File: src/rtl/istpc_pkg.sv
/*
 * Shared constants for the two-wire slave supervision block: register map,
 * field positions, reset values and timing figures.
 * Assumes a 20 MHz system clock and a 32.768 kHz oscillator clock.
 */
package istpc_pkg;
    // Register byte addresses on the AXI4-Lite slave
    localparam logic [7:0] ADDR_CTRL = 8'h00;
    localparam logic [7:0] ADDR_STATUS = 8'h04;
    localparam logic [7:0] ADDR_IRQ_STATUS = 8'h08;
    localparam logic [7:0] ADDR_IRQ_CLEAR = 8'h0c;
    localparam logic [7:0] ADDR_IRQ_ENABLE = 8'h10;
    localparam logic [7:0] ADDR_BUS_STATE = 8'h14;

    // Control register fields
    localparam int CTRL_OSC_DIS_BIT = 7;
    localparam int CTRL_ACE_BIT = 6;
    localparam int CTRL_PFS_BIT = 3;
    localparam int CTRL_RATE_LSB = 1;
    localparam int CTRL_AIE_BIT = 0;
    localparam logic [7:0] CTRL_RESET = 8'h0e;

    // Status register fields
    localparam int STAT_OSF_BIT = 7;
    localparam int STAT_AF_BIT = 0;

    // Interrupt status, clear and enable layout
    localparam int IRQ_W = 3;
    localparam int IRQ_ALARM_BIT = 0;
    localparam int IRQ_OSC_STOP_BIT = 1;
    localparam int IRQ_TIMEOUT_BIT = 2;
    localparam logic [IRQ_W-1:0] IRQ_EN_RESET = 3'h0;

    localparam logic [1:0] RESP_OKAY = 2'h0;
    localparam logic [1:0] RESP_SLVERR = 2'h2;

    // Two-wire bus address; bit selected by the address pin is replaced
    localparam logic [6:0] SLAVE_ADDR = 7'h5a; // Arbitrary value
    localparam int ADDR_SEL_BIT = 0;

    // Timing
    localparam int CLK_HZ = 20000000;
    localparam int OSC_HZ = 32768;
    localparam int TMO_MIN_US = 25000;
    localparam int TMO_MAX_US = 35000;
    localparam int OSF_MS = 100;
    // Least time rounds up, longest rounds down
    localparam int TMO_OSC_CYC = (TMO_MIN_US * OSC_HZ + 999999) / 1000000;
    localparam int TMO_MAX_OSC_CYC = (TMO_MAX_US * OSC_HZ) / 1000000;
    localparam int OSF_CYC = OSF_MS * (CLK_HZ / 1000);
endpackage : istpc_pkg

File: src/rtl/istpc_mon_if.sv
/*
 * Carrier between the slave core and the oscillator monitor.
 * Assumes both ends run on the same system clock.
 */
`timescale 1ns/1ns
interface istpc_mon_if;
    logic scl_low;
    logic osc_off;
    logic bus_timeout;
    logic osc_stop_evt;
    modport mon (input scl_low, input osc_off, output bus_timeout, output osc_stop_evt);
    modport core (output scl_low, output osc_off, input bus_timeout, input osc_stop_evt);
endinterface : istpc_mon_if

File: src/rtl/istpc_osc_mon.sv
/*
 * Oscillator monitor: samples the oscillator clock pin, detects a stopped
 * oscillator and a serial clock held low too long.
 * Assumes the oscillator pin is asynchronous to aclk.
 */
`timescale 1ns/1ns
module istpc_osc_mon #(
    parameter int OSF_CYCLES = istpc_pkg::OSF_CYC
) (
    input wire logic aclk,
    input wire logic aresetn,
    input wire logic osc_clk_i,
    istpc_mon_if.mon mon
);
    import istpc_pkg::*;

    localparam int SW = $clog2(OSF_CYCLES + 1);
    localparam int LW = $clog2(TMO_OSC_CYC + 1);

    if (OSF_CYCLES < 2) begin : g_chk_osf
        $error("OSF_CYCLES must be at least 2");
    end
    if (TMO_OSC_CYC > TMO_MAX_OSC_CYC) begin : g_chk_tmo
        $error("Timeout threshold exceeds the longest allowed time");
    end

    typedef struct packed {
        logic [2:0] osc_s;
        logic [SW-1:0] stop_cnt;
        logic stopped;
        logic [LW-1:0] low_cnt;
        logic fired;
        logic tmo;
        logic stop_evt;
    } istpc_mon_st_t;

    istpc_mon_st_t r;
    istpc_mon_st_t n;
    logic edge_seen;

    always_comb begin
        n = r;
        n.tmo = 1'b0;
        n.stop_evt = 1'b0;
        n.osc_s = {r.osc_s[1:0], osc_clk_i};
        edge_seen = r.osc_s[1] & ~r.osc_s[2];
        // Stop detection runs on aclk, as no oscillator edges arrive then
        if (edge_seen) begin
            n.stop_cnt = '0;
            n.stopped = 1'b0;
        end else if (!r.stopped) begin
            if (r.stop_cnt == SW'(OSF_CYCLES - 1)) begin
                n.stopped = 1'b1;
                n.stop_evt = 1'b1;
            end else begin
                n.stop_cnt = r.stop_cnt + SW'(1);
            end
        end
        // Low time counted in oscillator cycles, so no edges means no timeout
        if (!mon.scl_low || mon.osc_off) begin
            n.low_cnt = '0;
            n.fired = 1'b0;
        end else if (edge_seen && !r.fired) begin
            if (r.low_cnt == LW'(TMO_OSC_CYC - 1)) begin
                n.fired = 1'b1;
                n.tmo = 1'b1;
            end else begin
                n.low_cnt = r.low_cnt + LW'(1);
            end
        end
    end

    always_ff @(posedge aclk) begin
        if (!aresetn) begin
            r <= '0;
        end else begin
            r <= n;
        end
    end

    assign mon.bus_timeout = r.tmo;
    assign mon.osc_stop_evt = r.stop_evt;
endmodule : istpc_osc_mon

File: src/rtl/istpc_top.sv
/*
 * Two-wire slave front end with stuck-clock recovery, oscillator stop flag,
 * address pin matching and combined wave/interrupt pin, plus an AXI4-Lite
 * register slave.
 * Assumes pins are asynchronous to aclk, alarm_event and square_wave_in come
 * from logic on aclk, and an outside pad resolves open-drain enables.
 */
// The implementer's own choices: the AXI4-Lite register port and the register offsets.
// Operation
// - Recognise serial clock low beyond 25 ms.
// - Reset bus interface within 35 ms low.
// - Release data line on stuck clock.
// - Timeout works only with oscillator running.
// - Set oscillator stop flag after 100 ms.
// - Address bit must equal address pin.
// - Select bit picks wave or alarm interrupt.
// - Data and combined pin are open drain.
// - Alarm holds pin low until flag cleared.
// - Disable bit one stops the oscillator.

`timescale 1ns/1ns
module istpc_top #(
    parameter int OSF_CYCLES = istpc_pkg::OSF_CYC
) (
    input wire logic aclk,
    input wire logic aresetn,
    input wire logic [7:0] s_axi_awaddr,
    input wire logic s_axi_awvalid,
    output logic s_axi_awready,
    input wire logic [31:0] s_axi_wdata,
    input wire logic [3:0] s_axi_wstrb,
    input wire logic s_axi_wvalid,
    output logic s_axi_wready,
    output logic [1:0] s_axi_bresp,
    output logic s_axi_bvalid,
    input wire logic s_axi_bready,
    input wire logic [7:0] s_axi_araddr,
    input wire logic s_axi_arvalid,
    output logic s_axi_arready,
    output logic [31:0] s_axi_rdata,
    output logic [1:0] s_axi_rresp,
    output logic s_axi_rvalid,
    input wire logic s_axi_rready,
    input wire logic scl_i,
    input wire logic sda_i,
    output logic sda_o,
    output logic sda_oe,
    input wire logic address_select_pin,
    input wire logic osc_clk_i,
    output logic osc_enable,
    input wire logic alarm_event,
    input wire logic square_wave_in,
    output logic [1:0] wave_rate,
    output logic alarm_counter_enable,
    output logic wave_or_irq_o,
    output logic wave_or_irq_oe,
    input wire logic [7:0] tx_byte,
    output logic rd_req,
    output logic [7:0] rx_data,
    output logic rx_valid,
    output logic irq
);
    import istpc_pkg::*;

    typedef enum logic [2:0] {
        BS_IDLE, BS_ADDR, BS_ACK_A, BS_WDATA, BS_ACK_W, BS_RDATA, BS_RACK
    } istpc_bus_t;

    typedef struct packed {
        logic [2:0] scl_s;
        logic [2:0] sda_s;
        logic [1:0] ad_s;
        istpc_bus_t st;
        logic [3:0] cnt;
        logic [7:0] sh;
        logic rw;
        logic sda_drv;
        logic [7:0] rx_data;
        logic rx_valid;
        logic rd_req;
        logic osc_dis;
        logic ace;
        logic pfs;
        logic [1:0] rate;
        logic alarm_irq_enable;
        logic oscillator_stop_flag;
        logic af;
        logic [IRQ_W-1:0] irq_st;
        logic [IRQ_W-1:0] irq_en;
        logic wave_low;
        logic aw_ok;
        logic [7:0] aw_addr;
        logic w_ok;
        logic [31:0] w_data;
        logic [3:0] w_strb;
        logic bvalid;
        logic [1:0] bresp;
        logic rvalid;
        logic [1:0] rresp;
        logic [31:0] rdata;
    } istpc_st_t;

    istpc_st_t r;
    istpc_st_t n;
    istpc_mon_if mon_if ();

    logic scl_rise;
    logic scl_fall;
    logic start_c;
    logic stop_c;
    logic addr_match;
    logic [IRQ_W-1:0] irq_set;
    logic [IRQ_W-1:0] irq_clr;
    logic ctrl_wr;
    logic stat_wr;

    istpc_osc_mon #(
        .OSF_CYCLES(OSF_CYCLES)
    ) u_mon (
        .aclk(aclk),
        .aresetn(aresetn),
        .osc_clk_i(osc_clk_i),
        .mon(mon_if.mon)
    );

    assign mon_if.scl_low = ~r.scl_s[1];
    assign mon_if.osc_off = r.osc_dis;

    always_comb begin
        n = r;
        n.rx_valid = 1'b0;
        n.rd_req = 1'b0;
        n.scl_s = {r.scl_s[1:0], scl_i};
        n.sda_s = {r.sda_s[1:0], sda_i};
        n.ad_s = {r.ad_s[0], address_select_pin};
        scl_rise = r.scl_s[1] & ~r.scl_s[2];
        scl_fall = ~r.scl_s[1] & r.scl_s[2];
        start_c = r.scl_s[1] & r.scl_s[2] & r.sda_s[2] & ~r.sda_s[1];
        stop_c = r.scl_s[1] & r.scl_s[2] & ~r.sda_s[2] & r.sda_s[1];
        addr_match = (r.sh[7:1] & ~(7'h01 << ADDR_SEL_BIT)) == (SLAVE_ADDR & ~(7'h01 << ADDR_SEL_BIT))
            && r.sh[1 + ADDR_SEL_BIT] == r.ad_s[1];

        // Bus front end; stuck clock and stop both return it to idle
        if (mon_if.bus_timeout || stop_c) begin
            n.st = BS_IDLE;
            n.sda_drv = 1'b0;
        end else if (start_c) begin
            n.st = BS_ADDR;
            n.cnt = 4'h0;
            n.sda_drv = 1'b0;
        end else begin
            case (r.st)
                BS_IDLE: begin
                    n.sda_drv = 1'b0;
                end
                BS_ADDR, BS_WDATA: begin
                    if (scl_rise) begin
                        n.sh = {r.sh[6:0], r.sda_s[1]};
                        n.cnt = r.cnt + 4'h1;
                    end else if (scl_fall && r.cnt == 4'h8) begin
                        if (r.st == BS_WDATA) begin
                            n.rx_data = r.sh;
                            n.rx_valid = 1'b1;
                            n.st = BS_ACK_W;
                            n.sda_drv = 1'b1;
                        end else if (addr_match) begin
                            n.rw = r.sh[0];
                            n.st = BS_ACK_A;
                            n.sda_drv = 1'b1;
                        end else begin
                            n.st = BS_IDLE;
                        end
                    end
                end
                BS_ACK_A, BS_ACK_W, BS_RACK: begin
                    if (scl_rise && r.st == BS_RACK && r.sda_s[1]) begin
                        n.st = BS_IDLE;
                    end else if (scl_fall) begin
                        n.cnt = 4'h0;
                        if (r.st != BS_RACK && !(r.st == BS_ACK_A && r.rw)) begin
                            n.st = BS_WDATA;
                            n.sda_drv = 1'b0;
                        end else begin
                            n.st = BS_RDATA;
                            n.sh = tx_byte;
                            n.sda_drv = ~tx_byte[7];
                            n.rd_req = 1'b1;
                        end
                    end
                end
                BS_RDATA: begin
                    if (scl_rise) begin
                        n.cnt = r.cnt + 4'h1;
                    end else if (scl_fall) begin
                        if (r.cnt == 4'h8) begin
                            n.sda_drv = 1'b0;
                            n.st = BS_RACK;
                        end else begin
                            n.sh = {r.sh[6:0], 1'b0};
                            n.sda_drv = ~r.sh[6];
                        end
                    end
                end
                default: begin
                    n.st = BS_IDLE;
                    n.sda_drv = 1'b0;
                end
            endcase
        end

        // AXI4-Lite write: address and data taken in either order
        if (s_axi_awvalid && !r.aw_ok && !r.bvalid) begin
            n.aw_ok = 1'b1;
            n.aw_addr = s_axi_awaddr;
        end
        if (s_axi_wvalid && !r.w_ok && !r.bvalid) begin
            n.w_ok = 1'b1;
            n.w_data = s_axi_wdata;
            n.w_strb = s_axi_wstrb;
        end
        ctrl_wr = 1'b0;
        stat_wr = 1'b0;
        irq_clr = '0;
        if (r.aw_ok && r.w_ok && !r.bvalid) begin
            n.aw_ok = 1'b0;
            n.w_ok = 1'b0;
            n.bvalid = 1'b1;
            n.bresp = RESP_OKAY;
            case (r.aw_addr)
                ADDR_CTRL: ctrl_wr = r.w_strb[0];
                ADDR_STATUS: stat_wr = r.w_strb[0];
                ADDR_IRQ_CLEAR: irq_clr = r.w_strb[0] ? r.w_data[IRQ_W-1:0] : '0;
                ADDR_IRQ_ENABLE: n.irq_en = r.w_strb[0] ? r.w_data[IRQ_W-1:0] : r.irq_en;
                ADDR_IRQ_STATUS, ADDR_BUS_STATE: n.bresp = RESP_OKAY;
                default: n.bresp = RESP_SLVERR;
            endcase
        end else if (r.bvalid && s_axi_bready) begin
            n.bvalid = 1'b0;
        end
        if (ctrl_wr) begin
            n.osc_dis = r.w_data[CTRL_OSC_DIS_BIT];
            n.ace = r.w_data[CTRL_ACE_BIT];
            n.pfs = r.w_data[CTRL_PFS_BIT];
            n.rate = r.w_data[CTRL_RATE_LSB +: 2];
            n.alarm_irq_enable = r.w_data[CTRL_AIE_BIT];
        end

        // Flags clear on a written zero; a same-cycle event wins
        if (stat_wr && !r.w_data[STAT_OSF_BIT]) begin
            n.oscillator_stop_flag = 1'b0;
        end
        if (stat_wr && !r.w_data[STAT_AF_BIT]) begin
            n.af = 1'b0;
        end
        if (mon_if.osc_stop_evt) begin
            n.oscillator_stop_flag = 1'b1;
        end
        if (alarm_event) begin
            n.af = 1'b1;
        end
        irq_set = '0;
        irq_set[IRQ_ALARM_BIT] = alarm_event;
        irq_set[IRQ_OSC_STOP_BIT] = mon_if.osc_stop_evt;
        irq_set[IRQ_TIMEOUT_BIT] = mon_if.bus_timeout;
        n.irq_st = (r.irq_st & ~irq_clr) | irq_set;

        // Combined pin: alarm level or square wave, low side only
        n.wave_low = r.pfs ? (r.alarm_irq_enable & r.af) : ~square_wave_in;

        // AXI4-Lite read
        if (s_axi_arvalid && !r.rvalid) begin
            n.rvalid = 1'b1;
            n.rresp = RESP_OKAY;
            n.rdata = 32'h0;
            case (s_axi_araddr)
                ADDR_CTRL: begin
                    n.rdata[CTRL_OSC_DIS_BIT] = r.osc_dis;
                    n.rdata[CTRL_ACE_BIT] = r.ace;
                    n.rdata[CTRL_PFS_BIT] = r.pfs;
                    n.rdata[CTRL_RATE_LSB +: 2] = r.rate;
                    n.rdata[CTRL_AIE_BIT] = r.alarm_irq_enable;
                end
                ADDR_STATUS: begin
                    n.rdata[STAT_OSF_BIT] = r.oscillator_stop_flag;
                    n.rdata[STAT_AF_BIT] = r.af;
                end
                ADDR_IRQ_STATUS: n.rdata[IRQ_W-1:0] = r.irq_st;
                ADDR_IRQ_ENABLE: n.rdata[IRQ_W-1:0] = r.irq_en;
                ADDR_BUS_STATE: n.rdata[4:0] = {r.sda_drv, r.rw, r.st};
                ADDR_IRQ_CLEAR: n.rdata = 32'h0;
                default: n.rresp = RESP_SLVERR;
            endcase
        end else if (r.rvalid && s_axi_rready) begin
            n.rvalid = 1'b0;
        end
    end

    always_ff @(posedge aclk) begin
        if (!aresetn) begin
            r <= '0;
            r.scl_s <= 3'h7;
            r.sda_s <= 3'h7;
            r.osc_dis <= CTRL_RESET[CTRL_OSC_DIS_BIT];
            r.ace <= CTRL_RESET[CTRL_ACE_BIT];
            r.pfs <= CTRL_RESET[CTRL_PFS_BIT];
            r.rate <= CTRL_RESET[CTRL_RATE_LSB +: 2];
            r.alarm_irq_enable <= CTRL_RESET[CTRL_AIE_BIT];
            r.irq_en <= IRQ_EN_RESET;
        end else begin
            r <= n;
        end
    end

    // Open-drain pins: only ever pull low
    assign sda_o = 1'b0;
    assign sda_oe = r.sda_drv;
    assign wave_or_irq_o = 1'b0;
    assign wave_or_irq_oe = r.wave_low;
    assign osc_enable = ~r.osc_dis;
    assign wave_rate = r.rate;
    assign alarm_counter_enable = r.ace;
    assign rd_req = r.rd_req;
    assign rx_data = r.rx_data;
    assign rx_valid = r.rx_valid;
    assign irq = |(r.irq_st & r.irq_en);

    assign s_axi_awready = ~r.aw_ok & ~r.bvalid;
    assign s_axi_wready = ~r.w_ok & ~r.bvalid;
    assign s_axi_bvalid = r.bvalid;
    assign s_axi_bresp = r.bresp;
    assign s_axi_arready = ~r.rvalid;
    assign s_axi_rvalid = r.rvalid;
    assign s_axi_rresp = r.rresp;
    assign s_axi_rdata = r.rdata;
endmodule : istpc_top

File: config.mk
export PLATFORM = sky130hd
export DESIGN_NAME = istpc_top
export DESIGN_NICKNAME = d
export VERILOG_FILES = /design/src/rtl/istpc_pkg.sv /design/src/rtl/istpc_mon_if.sv /design/src/rtl/istpc_osc_mon.sv /design/src/rtl/istpc_top.sv
export SDC_FILE = /design/constraint.sdc
export NUM_CORES = 1
export LEC_CHECK = 0
export ABC_AREA = 1
export BUFFER_PORTS_ARGS = -buffer_cell sky130_fd_sc_hd__buf_4
export CAP_MARGIN = 25
export CORE_ASPECT_RATIO = 0.8
export CORE_UTILIZATION = 40
export DETAILED_ROUTE_END_ITERATION = 8
export GPL_ROUTABILITY_DRIVEN = 1
export PLACE_DENSITY_LB_ADDON = 0.05
export SYNTH_ARGS = -nofsm -noshare
export SYNTH_HDL_FRONTEND = slang
export SYNTH_HIERARCHICAL = 1
export SYNTH_SLANG_ARGS = --single-unit
File: constraint.sdc
create_clock -name aclk -period 2.05 [get_ports aclk]
set_clock_uncertainty 0.2 [all_clocks]
set_input_delay 0.1025 -clock aclk [delete_from_list [all_inputs] [get_ports aclk]]
set_output_delay 0.1025 -clock aclk [all_outputs]
set_load 0.05 [all_outputs]
; Yosys cells after proc, flatten, opt, wreduce, memory -nomap -nowiden
; Cells that the tools add are included.
[word_totals]
elab_cells = 251
regBits = 120
in_bits = 73
out_inout_bits = 60
[op_classes]
addsub = 3
mux = 60
n_eq_ne = 45
bitwise_logic = 42
reduce_logical = 62
[ops]
columns = operator, count
row1 = $ne A3 B3 Y1 const B, 12
row2 = $pmux W12 S3, 1
row3 = $mux W3, 11
row4 = $eq A8 B4 Y1 const B, 4
row5 = $eq A8 B5 Y1 const B, 4
row6 = $mux W8, 4
row7 = $reduce_and A7 Y1, 4
row8 = $mux W1, 27
row9 = $not A1 Y1, 27
row10 = $mux W12, 2
row11 = $reduce_or A6 Y1, 4
row12 = $ne A2 B2 Y1 const B, 11
row13 = $add A21 B1 Y21 const B, 1
row14 = $eq A21 B21 Y1 const B, 1
row15 = $mux W10, 2
row16 = $logic_and A1 B1 Y1, 18
row17 = $eq A8 B3 Y1 const B, 2
row18 = $logic_not A8 Y1, 2
row19 = $mux W15, 1
row20 = $reduce_or A3 Y1, 5
row21 = $pmux W3 S4, 1
row22 = $reduce_and A6 Y1, 2
row23 = $and A1 B1 Y1, 11
row24 = $add A10 B1 Y10 const B, 1
row25 = other kinds (30), 54

; Depth between registers and ports, before layout
; Gate-level depths: netlist of the first run.
[depth]
ltp_word = 9
depth_mapped = 12
mapped_depth_nobuf = 12

; Hierarchy
; Netlist of the first run, hierarchy kept.
[by_module_without_submodules]
columns = mod, seq_area_each_um2, cells_per_inst, instances, area_per_inst_um2
row1 = istpc_top, 1561.5, 584, 1, 3970.1
row2 = istpc_osc_mon, 760.7, 321, 1, 2062.0

; Least setup slack after synthesis of the first run
; OpenSTA, ideal clock, no wires.
[synth_path]
path_kind = register -> register
start = reg r, in the netlist s_axi_bvalid
end = reg r[82] (netlist name)
slack_ps = -181
path_stages_with_launch = 6
setup_time_ps = 127
required_ps = 1723
n_path_buf = 1
synth_period_minus_slack_ps = 2231
arrival_ps = 1904
path_cell_list = dfxtp_1 > nor2_1 > nand2_1 > clkbuf_1 > o21ai_0 > a21oi_1
[synth_via]
elab_chain_len = 2
[synth_lines]
columns = element, line
row1 = from (decl), istpc_top.sv:103  ; istpc_st_t r;
row2 = from (signal assigned), istpc_top.sv:310  ; r <= n;
row3 = $logic_not A1 Y1, istpc_top.sv:212  ; if (s_axi_awvalid && !r.aw_ok && !r.bvalid) begin
row4 = $logic_and A1 B1 Y1, istpc_top.sv:212
; No other way between the ends.
; A chain may end at the register's enable or synchronous reset.

; Worst setup path after layout of the first run
[layout_path]
start = reg r[119] (netlist name)
end = reg r[124] (netlist name)
[layout_via]
elab_chain_len = 4
elab_cells_between_ends = 5
classes_between = eq/ne: 3 / reduce/logical: 2
[layout_lines]
columns = element, line
row1 = $eq A4 B4 Y1 *, "istpc_top.sv:160, istpc_top.sv:195"
row2 = $logic_and A1 B1 Y1, istpc_top.sv:160  ; end else if (scl_fall && r.cnt == 4'h8) begin
row3 = $ne A2 B2 Y1 (no line), n/a
row4 = $reduce_and A7 Y1 (no line) *, n/a
; Every way passes the cells marked *; elsewhere a longest branch is shown, timed or not.

==> impl_metrics.env, run 1 <==
export IMPL_status="finished, final reports clean"
export IMPL_drtIter0Drc=416
export IMPL_multi_input_area_um2=2990
export IMPL_gp_congestion=0.877
export IMPL_r2r_end="r[124]$_SDFFE_PP0P_"
export IMPL_max_cap_viol_count=0
export IMPL_die_area_um2=15600
export IMPL_drt_vias_per_instance=4.66
export IMPL_wl_um=14600
export IMPL_crit_path_start_kind="register"
export IMPL_place_hpwl_um=10500
export IMPL_cp_slowest_cell="dfxtp_1"
export IMPL_worst_pin_slew_ns=0.525
export IMPL_cts_tree="yes"
export IMPL_cts_resized_gates=0
export IMPL_fillers=1432
export IMPL_crit_type="reg2reg"
export IMPL_cts_setup_buffers=0
export IMPL_max_slew_margin_rel=0.650
export IMPL_antenna_cells=0
export IMPL_routedWlPerCell_um=12.0
export IMPL_first_global_vias=5042
export IMPL_synthTopCellsByArea="dfxtp_1 38%, nand2_1 13%, nor2_1 8.9%"
export IMPL_ff2ff_setup_slack_ns=0.23
export IMPL_fin_crit_ns=1.82
export IMPL_yosysMostFrequentCell="nand2_1"
export IMPL_finalHoldViolations=0
export IMPL_min_from="s_axi_wvalid"
export IMPL_clockBufferDepth=2
export IMPL_antenna_found_initial=0
export IMPL_synth_seq_cells=116
export IMPL_r2r_cells=10
export IMPL_cts_root_buf="clkbuf_16"
export IMPL_synth_top_area_frac=0.385
export IMPL_synthDistinctLibCells=37
export IMPL_cts_buffers=17
export IMPL_synth_warnings=6
export IMPL_drc=0
export IMPL_clock_sinks=116
export IMPL_synth_area_um2=6030
export IMPL_start_util=0.416
export IMPL_syn_to_final_growth_pct=25.7
export IMPL_synth_edff_count=0
export IMPL_num_io_pins=133
export IMPL_yosys_top_cells_count="208 x nand2_1, 143 x nor2_1, 116 x dfxtp_1"
export IMPL_drv_slew=0
export IMPL_postSynthCellCount=905
export IMPL_regArea_um2=2320
export IMPL_first_pass_iters=5
export IMPL_clock_latency_ns=0.41
export IMPL_drive_gt1_frac=0.162
export IMPL_ys_async_sr_fraction=0
export IMPL_syn_area_per_cell_um2=6.67
export IMPL_overflow=0
export IMPL_finalSetupViolCount=0
export IMPL_power_mw=6.98
export IMPL_crit_path_max_incr_delay_ns=0.40
export IMPL_die_h_um=112
export IMPL_htreeDepth=4
export IMPL_synth_largest_area_cell="dfxtp_1"
export IMPL_r2r_start="r[119]$_SDFFE_PN0P_"
export IMPL_finalNetCount=1091
export IMPL_vdd_drop_max_mv=0.586
export IMPL_critPathMostFrequentCell="nand2_1"
export IMPL_vias=5635
export IMPL_cp_required_ns=2.15
export IMPL_grt_max_degree=50
export IMPL_ant_nets=0
export IMPL_grt_pass1_wl_um=24500
export IMPL_grt_usage=0.197
export IMPL_rsz0062_at_grt="false"
export IMPL_clk_pin_slew_worst_paths_ns=0.06
export IMPL_leakage_nw=3.33
export IMPL_critPathArrivalTime_ns=1.93
export IMPL_holdPathStages=3
export IMPL_tns_ns=0
export IMPL_ys_seq_area_frac=0.385
export IMPL_die_x_um=139
export IMPL_coreArea_um2=14500
export IMPL_hp_class="in2reg"
export IMPL_path_cells="inv_1 -> ha_1 -> nand2_1 -> nor2_1 -> nand2_1 -> nand2_1 -> nand4_1 -> nand2_1 -> nand2_1 -> nor2_1"
export IMPL_holdPathEnd="r[43]$_SDFFE_PN0P_"
export IMPL_end_kind="register"
export IMPL_min_period_over_period=0.890
export IMPL_crit_fanout=5
export IMPL_row_count=39
export IMPL_ys_dominant_reg_cell="dfxtp_1"
export IMPL_max_freq_mhz=548
export IMPL_cts_hold_buf=38
export IMPL_port_buffers=74
export IMPL_cellPowerDensity_nw_per_um2=920
per-stage QoR:
| stage | setup WS, ns | instances | cell area (µm²) | hold slack (ns) | util |
|---|---|---|---|---|---|
| after global routing | 0.0189 | 1210 | 7580 | 0.0544 | 0.523 |
| after CTS | 0.242 | 1210 | 7580 | 0.000995 | 0.523 |
| after floorplan | 0.0642 | 933 | 6140 | -0.00405 | - |
| after detailed placement | 0.262 | 1141 | 6600 | 0.0884 | 0.456 |
| final | 0.225 | 1210 | 7580 | 0.0147 | 0.523 |
| after global placement | 0.255 | 1141 | 6600 | 0.0873 | 0.456 |
placed cells by master, fill, tap and decap left out, types with 2 or more instances in the layout:
master and n:
nand2_1 208, nor2_1 141, dfxtp_1 116, inv_1 91
buf_4 89, a21oi_1 67, nand3_1 65, dlygate4sd3_1 38
o21ai_0 34, conb_1 29, o21ai_1 19, clkbuf_16 17
nor3_1 14, inv_2 12, nor2_2 10, nand4_1 9
o211ai_1 7, nand2_2 6, or2_2 5, nor3_2 4
ha_1 4, xor2_1 4, nor2_4 3, nand3b_1 3
clkinv_2 3, clkinvlp_4 3, bufinv_16 3, clkbuf_8 3
nor4_1 2, clkbuf_1 2, nand3_2 2, nand3_4 2
and3_1 2
worst max-delay path: cells and delay by family, from the launching register on:
kind,cells,cell delay (ns)
DFF,1,0.40
adders and majority gates,1,0.22
and+or+nand+nor,8,0.83
buffers and inverters,1,0.06
flip-flops by register name (all words and copies together), names as in the netlist, 2 cells and up:
name and count:
s_axi_rdata 7, wave_rate 2, rx_data 8, u_mon/n 2, r 46, n 5, u_mon/r 34
worst max path at each step:
stage	start	endpoint	slack (ns)	cells past startpoint
after CTS	s_axi_araddr[2]	s_axi_rdata[3]$_SDFFE_PN0P_	0.24	7
after global routing	r[75]$_SDFFE_PN0P_	r[96]$_SDFFE_PN1P_	0.02	7
final	r[119]$_SDFFE_PN0P_	r[124]$_SDFFE_PP0P_	0.23	10
after detailed placement	r[119]$_SDFFE_PN0P_	r[124]$_SDFFE_PP0P_	0.26	10
after global placement	r[125]$_SDFFE_PP0P_	r[120]$_SDFFE_PN0P_	0.26	9
after floorplan	s_axi_rvalid$_SDFFE_PN0P_	s_axi_rdata[7]$_SDFFE_PN0P_	0.06	6
report_power, final:
part / leakage, nW / internal, mW / total [mW] / switching (mW)
registers: 0.944 / 2.38 / 2.50 / 0.121
logic: 2.10 / 0.497 / 1.46 / 0.966
clock network: 0.288 / 1.99 / 3.01 / 1.02
metal layers:
layer	part of all wire	global-route usage	routed length (µm)
met1	0.53	0.288	7740
met3	0.043	0.0469	630
met2	0.42	0.281	6090
met5	0	0	0
met4	0.0073	0.0659	107
kinds of logic (layout without fill, tap and decap cells):
group,count (synthesis),count (layout),synth area share
compound gates,132,132,0.115
flops,116,116,0.385
buf+inv,169,262,0.138
fa+ha+maj,4,4,0.00830
xor+xnor,5,5,0.00726
other cells,1,29,0.000622
simple gates,478,478,0.346
cell type report:
cell class                      instances  area share
Multi-Input combinational cell        648       0.394
Sequential cell                       116       0.306
Clock buffer                           22      0.0625
Clock inverter                          9      0.0168
Tap cell                              184      0.0304
Inverter                              104      0.0518
Timing Repair Buffer                  127       0.138
Power figures use the tool's default switching activity.
==> run 2, diff against run 1 <==
--- a/config.mk
+++ b/config.mk
@@ -10,8 +10,10 @@
 export CAP_MARGIN = 25
 export CORE_ASPECT_RATIO = 0.8
 export CORE_UTILIZATION = 40
+export CTS_CLUSTER_DIAMETER = 80
 export DETAILED_ROUTE_END_ITERATION = 8
 export GPL_ROUTABILITY_DRIVEN = 1
+export GPL_TIMING_DRIVEN = 0
 export PLACE_DENSITY_LB_ADDON = 0.05
 export SYNTH_ARGS = -nofsm -noshare
 export SYNTH_HDL_FRONTEND = slang
==> run 2 against run 1 <==
Effect of this change: clock-buffer cell count increased by 3; via count increased by 5.2%; core utilization increased by 2.8 points; largest power group unchanged.
==> impl_metrics.env, run 2 (synthesized netlist as in run 1, its figures left out) <==
export IMPL_status="finished, final reports clean"
export IMPL_antenna_found_initial=0
export IMPL_dp_slack_ns=0.143
export IMPL_top_register="r"
export IMPL_drt_vias_per_instance=4.66
export IMPL_die_x_um=139
export IMPL_clock_sinks=116
export IMPL_end_kind="register"
export IMPL_final_common_cell="nand2_1"
export IMPL_gp_congestion=0.891
export IMPL_clock_latency_ns=0.41
export IMPL_path_buf_inv=2
export IMPL_drv_slew=0
export IMPL_dpl_instance_area_um2=6930
export IMPL_finalSetupViolCount=0
export IMPL_critPathArrivalTime_ns=2.02
export IMPL_port_buffers=74
export IMPL_largest_reg_flops=46
export IMPL_crit_type="reg2reg"
export IMPL_fin_worst_hold_slack_ns=0.00761
export IMPL_crit_path_start_kind="register"
export IMPL_first_pass_iters=6
export IMPL_wl_um=15700
export IMPL_row_count=39
export IMPL_overflow=0
export IMPL_cts_tree="yes"
export IMPL_cellPowerDensity_nw_per_um2=862
export IMPL_tns_ns=0
export IMPL_max_slew_margin_rel=0.567
export IMPL_crit_path_max_incr_delay_ns=0.55
export IMPL_final_cell_area_um2=7990
export IMPL_cpLargestDelayFamily="buffers and inverters"
export IMPL_routedWlPerCell_um=12.3
export IMPL_syn_to_final_growth_pct=32.4
export IMPL_max_cap_viol_count=0
export IMPL_cts_buffers=17
export IMPL_cp_slowest_cell="dlygate4sd3_1"
export IMPL_ant_nets=0
export IMPL_vias=5928
export IMPL_crit_fanout=10
export IMPL_drc=0
export IMPL_finalHoldViolations=0
export IMPL_start_util=0.416
export IMPL_fin_crit_ns=1.93
export IMPL_die_area_um2=15600
export IMPL_num_io_pins=133
export IMPL_worst_pin_slew_ns=0.645
export IMPL_ff2ff_setup_slack_ns=0.12
export IMPL_grt_pass1_wl_um=25800
export IMPL_grt_usage=0.210
export IMPL_leakage_nw=3.61
export IMPL_grt_max_degree=17
export IMPL_clockBufferDepth=2
export IMPL_rsz0062_at_grt="false"
export IMPL_antenna_cells=0
export IMPL_finalNetCount=1153
export IMPL_clk_pin_slew_worst_paths_ns=0.06
export IMPL_htreeDepth=4
export IMPL_drtIter0Drc=429
export IMPL_vdd_drop_max_mv=0.651
export IMPL_min_period_over_period=0.939
export IMPL_drive_gt1_frac=0.190
export IMPL_finalWorstSetupSlack_ns=0.124
export IMPL_fillers=1437
export IMPL_path_cells="nor2_2 -> nand2_1 -> clkbuf_2 -> o21ai_0 -> nor2_1 -> dlygate4sd3_1"
export IMPL_most_common_layout_cells="208 x nand2_1, 141 x nor2_1, 127 x buf_4"
export IMPL_place_hpwl_um=11200
export IMPL_hp_class="in2reg"
export IMPL_die_h_um=112
export IMPL_coreArea_um2=14500
export IMPL_cts_root_buf="clkbuf_16"
export IMPL_max_freq_mhz=519
export IMPL_cp_required_ns=2.15
export IMPL_first_global_vias=5280
-- run 2: cell types whose count changed in the layout (fill, tap and decap cells not counted), moves of 3 or more --
cell and delta:
clkbuf_1 +12, buf_4 +38, buf_2 +5, dlygate4sd3_1 +9, clkinvlp_4 -3
-- run 2: path summary, 6_finish.rpt --
check                           cells past startpoint                     end                 startpoint
worst max-delay path                                6      r[49]$_SDFFE_PN0P_  s_axi_bvalid$_SDFFE_PN0P_
worst min-delay path                                3       rd_req$_SDFF_PP0_                    aresetn
worst max register to register                      6      r[49]$_SDFFE_PN0P_  s_axi_bvalid$_SDFFE_PN0P_
worst min register to register                      2  u_mon/n[37]$_SDFF_PN0_     u_mon/n[36]$_SDFF_PN0_
-- run 2: layer usage --
layer  vias up  GRT usage  share of wire
met5         -          0              0
met4         0     0.0733          0.015
met3        17     0.0452          0.049
met2       128      0.324           0.44
met1      2620      0.288           0.50
li1       3163          -              -
-- run 2: power breakdown --
part	switching [mW]	internal [mW]	leakage [nW]
Sequential	0.103	2.38	0.944
Combinational	1.02	0.526	2.39
Clock	0.997	1.86	0.277
-- run 2: cell type report --
cell class | instances | area (µm²) | area share
Sequential cell | 116 | 2320 | 0.291
Clock inverter | 5 | 75.1 | 0.00940
Timing Repair Buffer | 124 | 1050 | 0.131
Tap cell | 184 | 230 | 0.0288
Buffer | 65 | 439 | 0.0550
Multi-Input combinational cell | 648 | 2990 | 0.375
Inverter | 104 | 393 | 0.0492
Clock buffer | 25 | 485 | 0.0608
-- run 2: worst reg2reg max path: stages, from the launching register on --
cell and delay [ns]:
dfxtp_1 0.37, nor2_2 0.17, nand2_1 0.09, clkbuf_2 0.19, o21ai_0 0.20, nor2_1 0.06, dlygate4sd3_1 0.55
-- run 2: stage by stage --
step	util	instances	power [mW]
after CTS	0.549	1268	6.93
after detailed placement	0.478	1191	3.97
final	0.551	1271	6.89
after floorplan	-	933	3.60
after global routing	0.551	1271	7.24
after global placement	0.478	1191	3.97
-- run 2: timing repair --
action,4_1_cts,5_1_grt
gates resized for setup,0,5
endpoints found under the setup margin,0,14
setup buffers,0,3
hold buffers,47,0
endpoints found under the hold margin,42,0
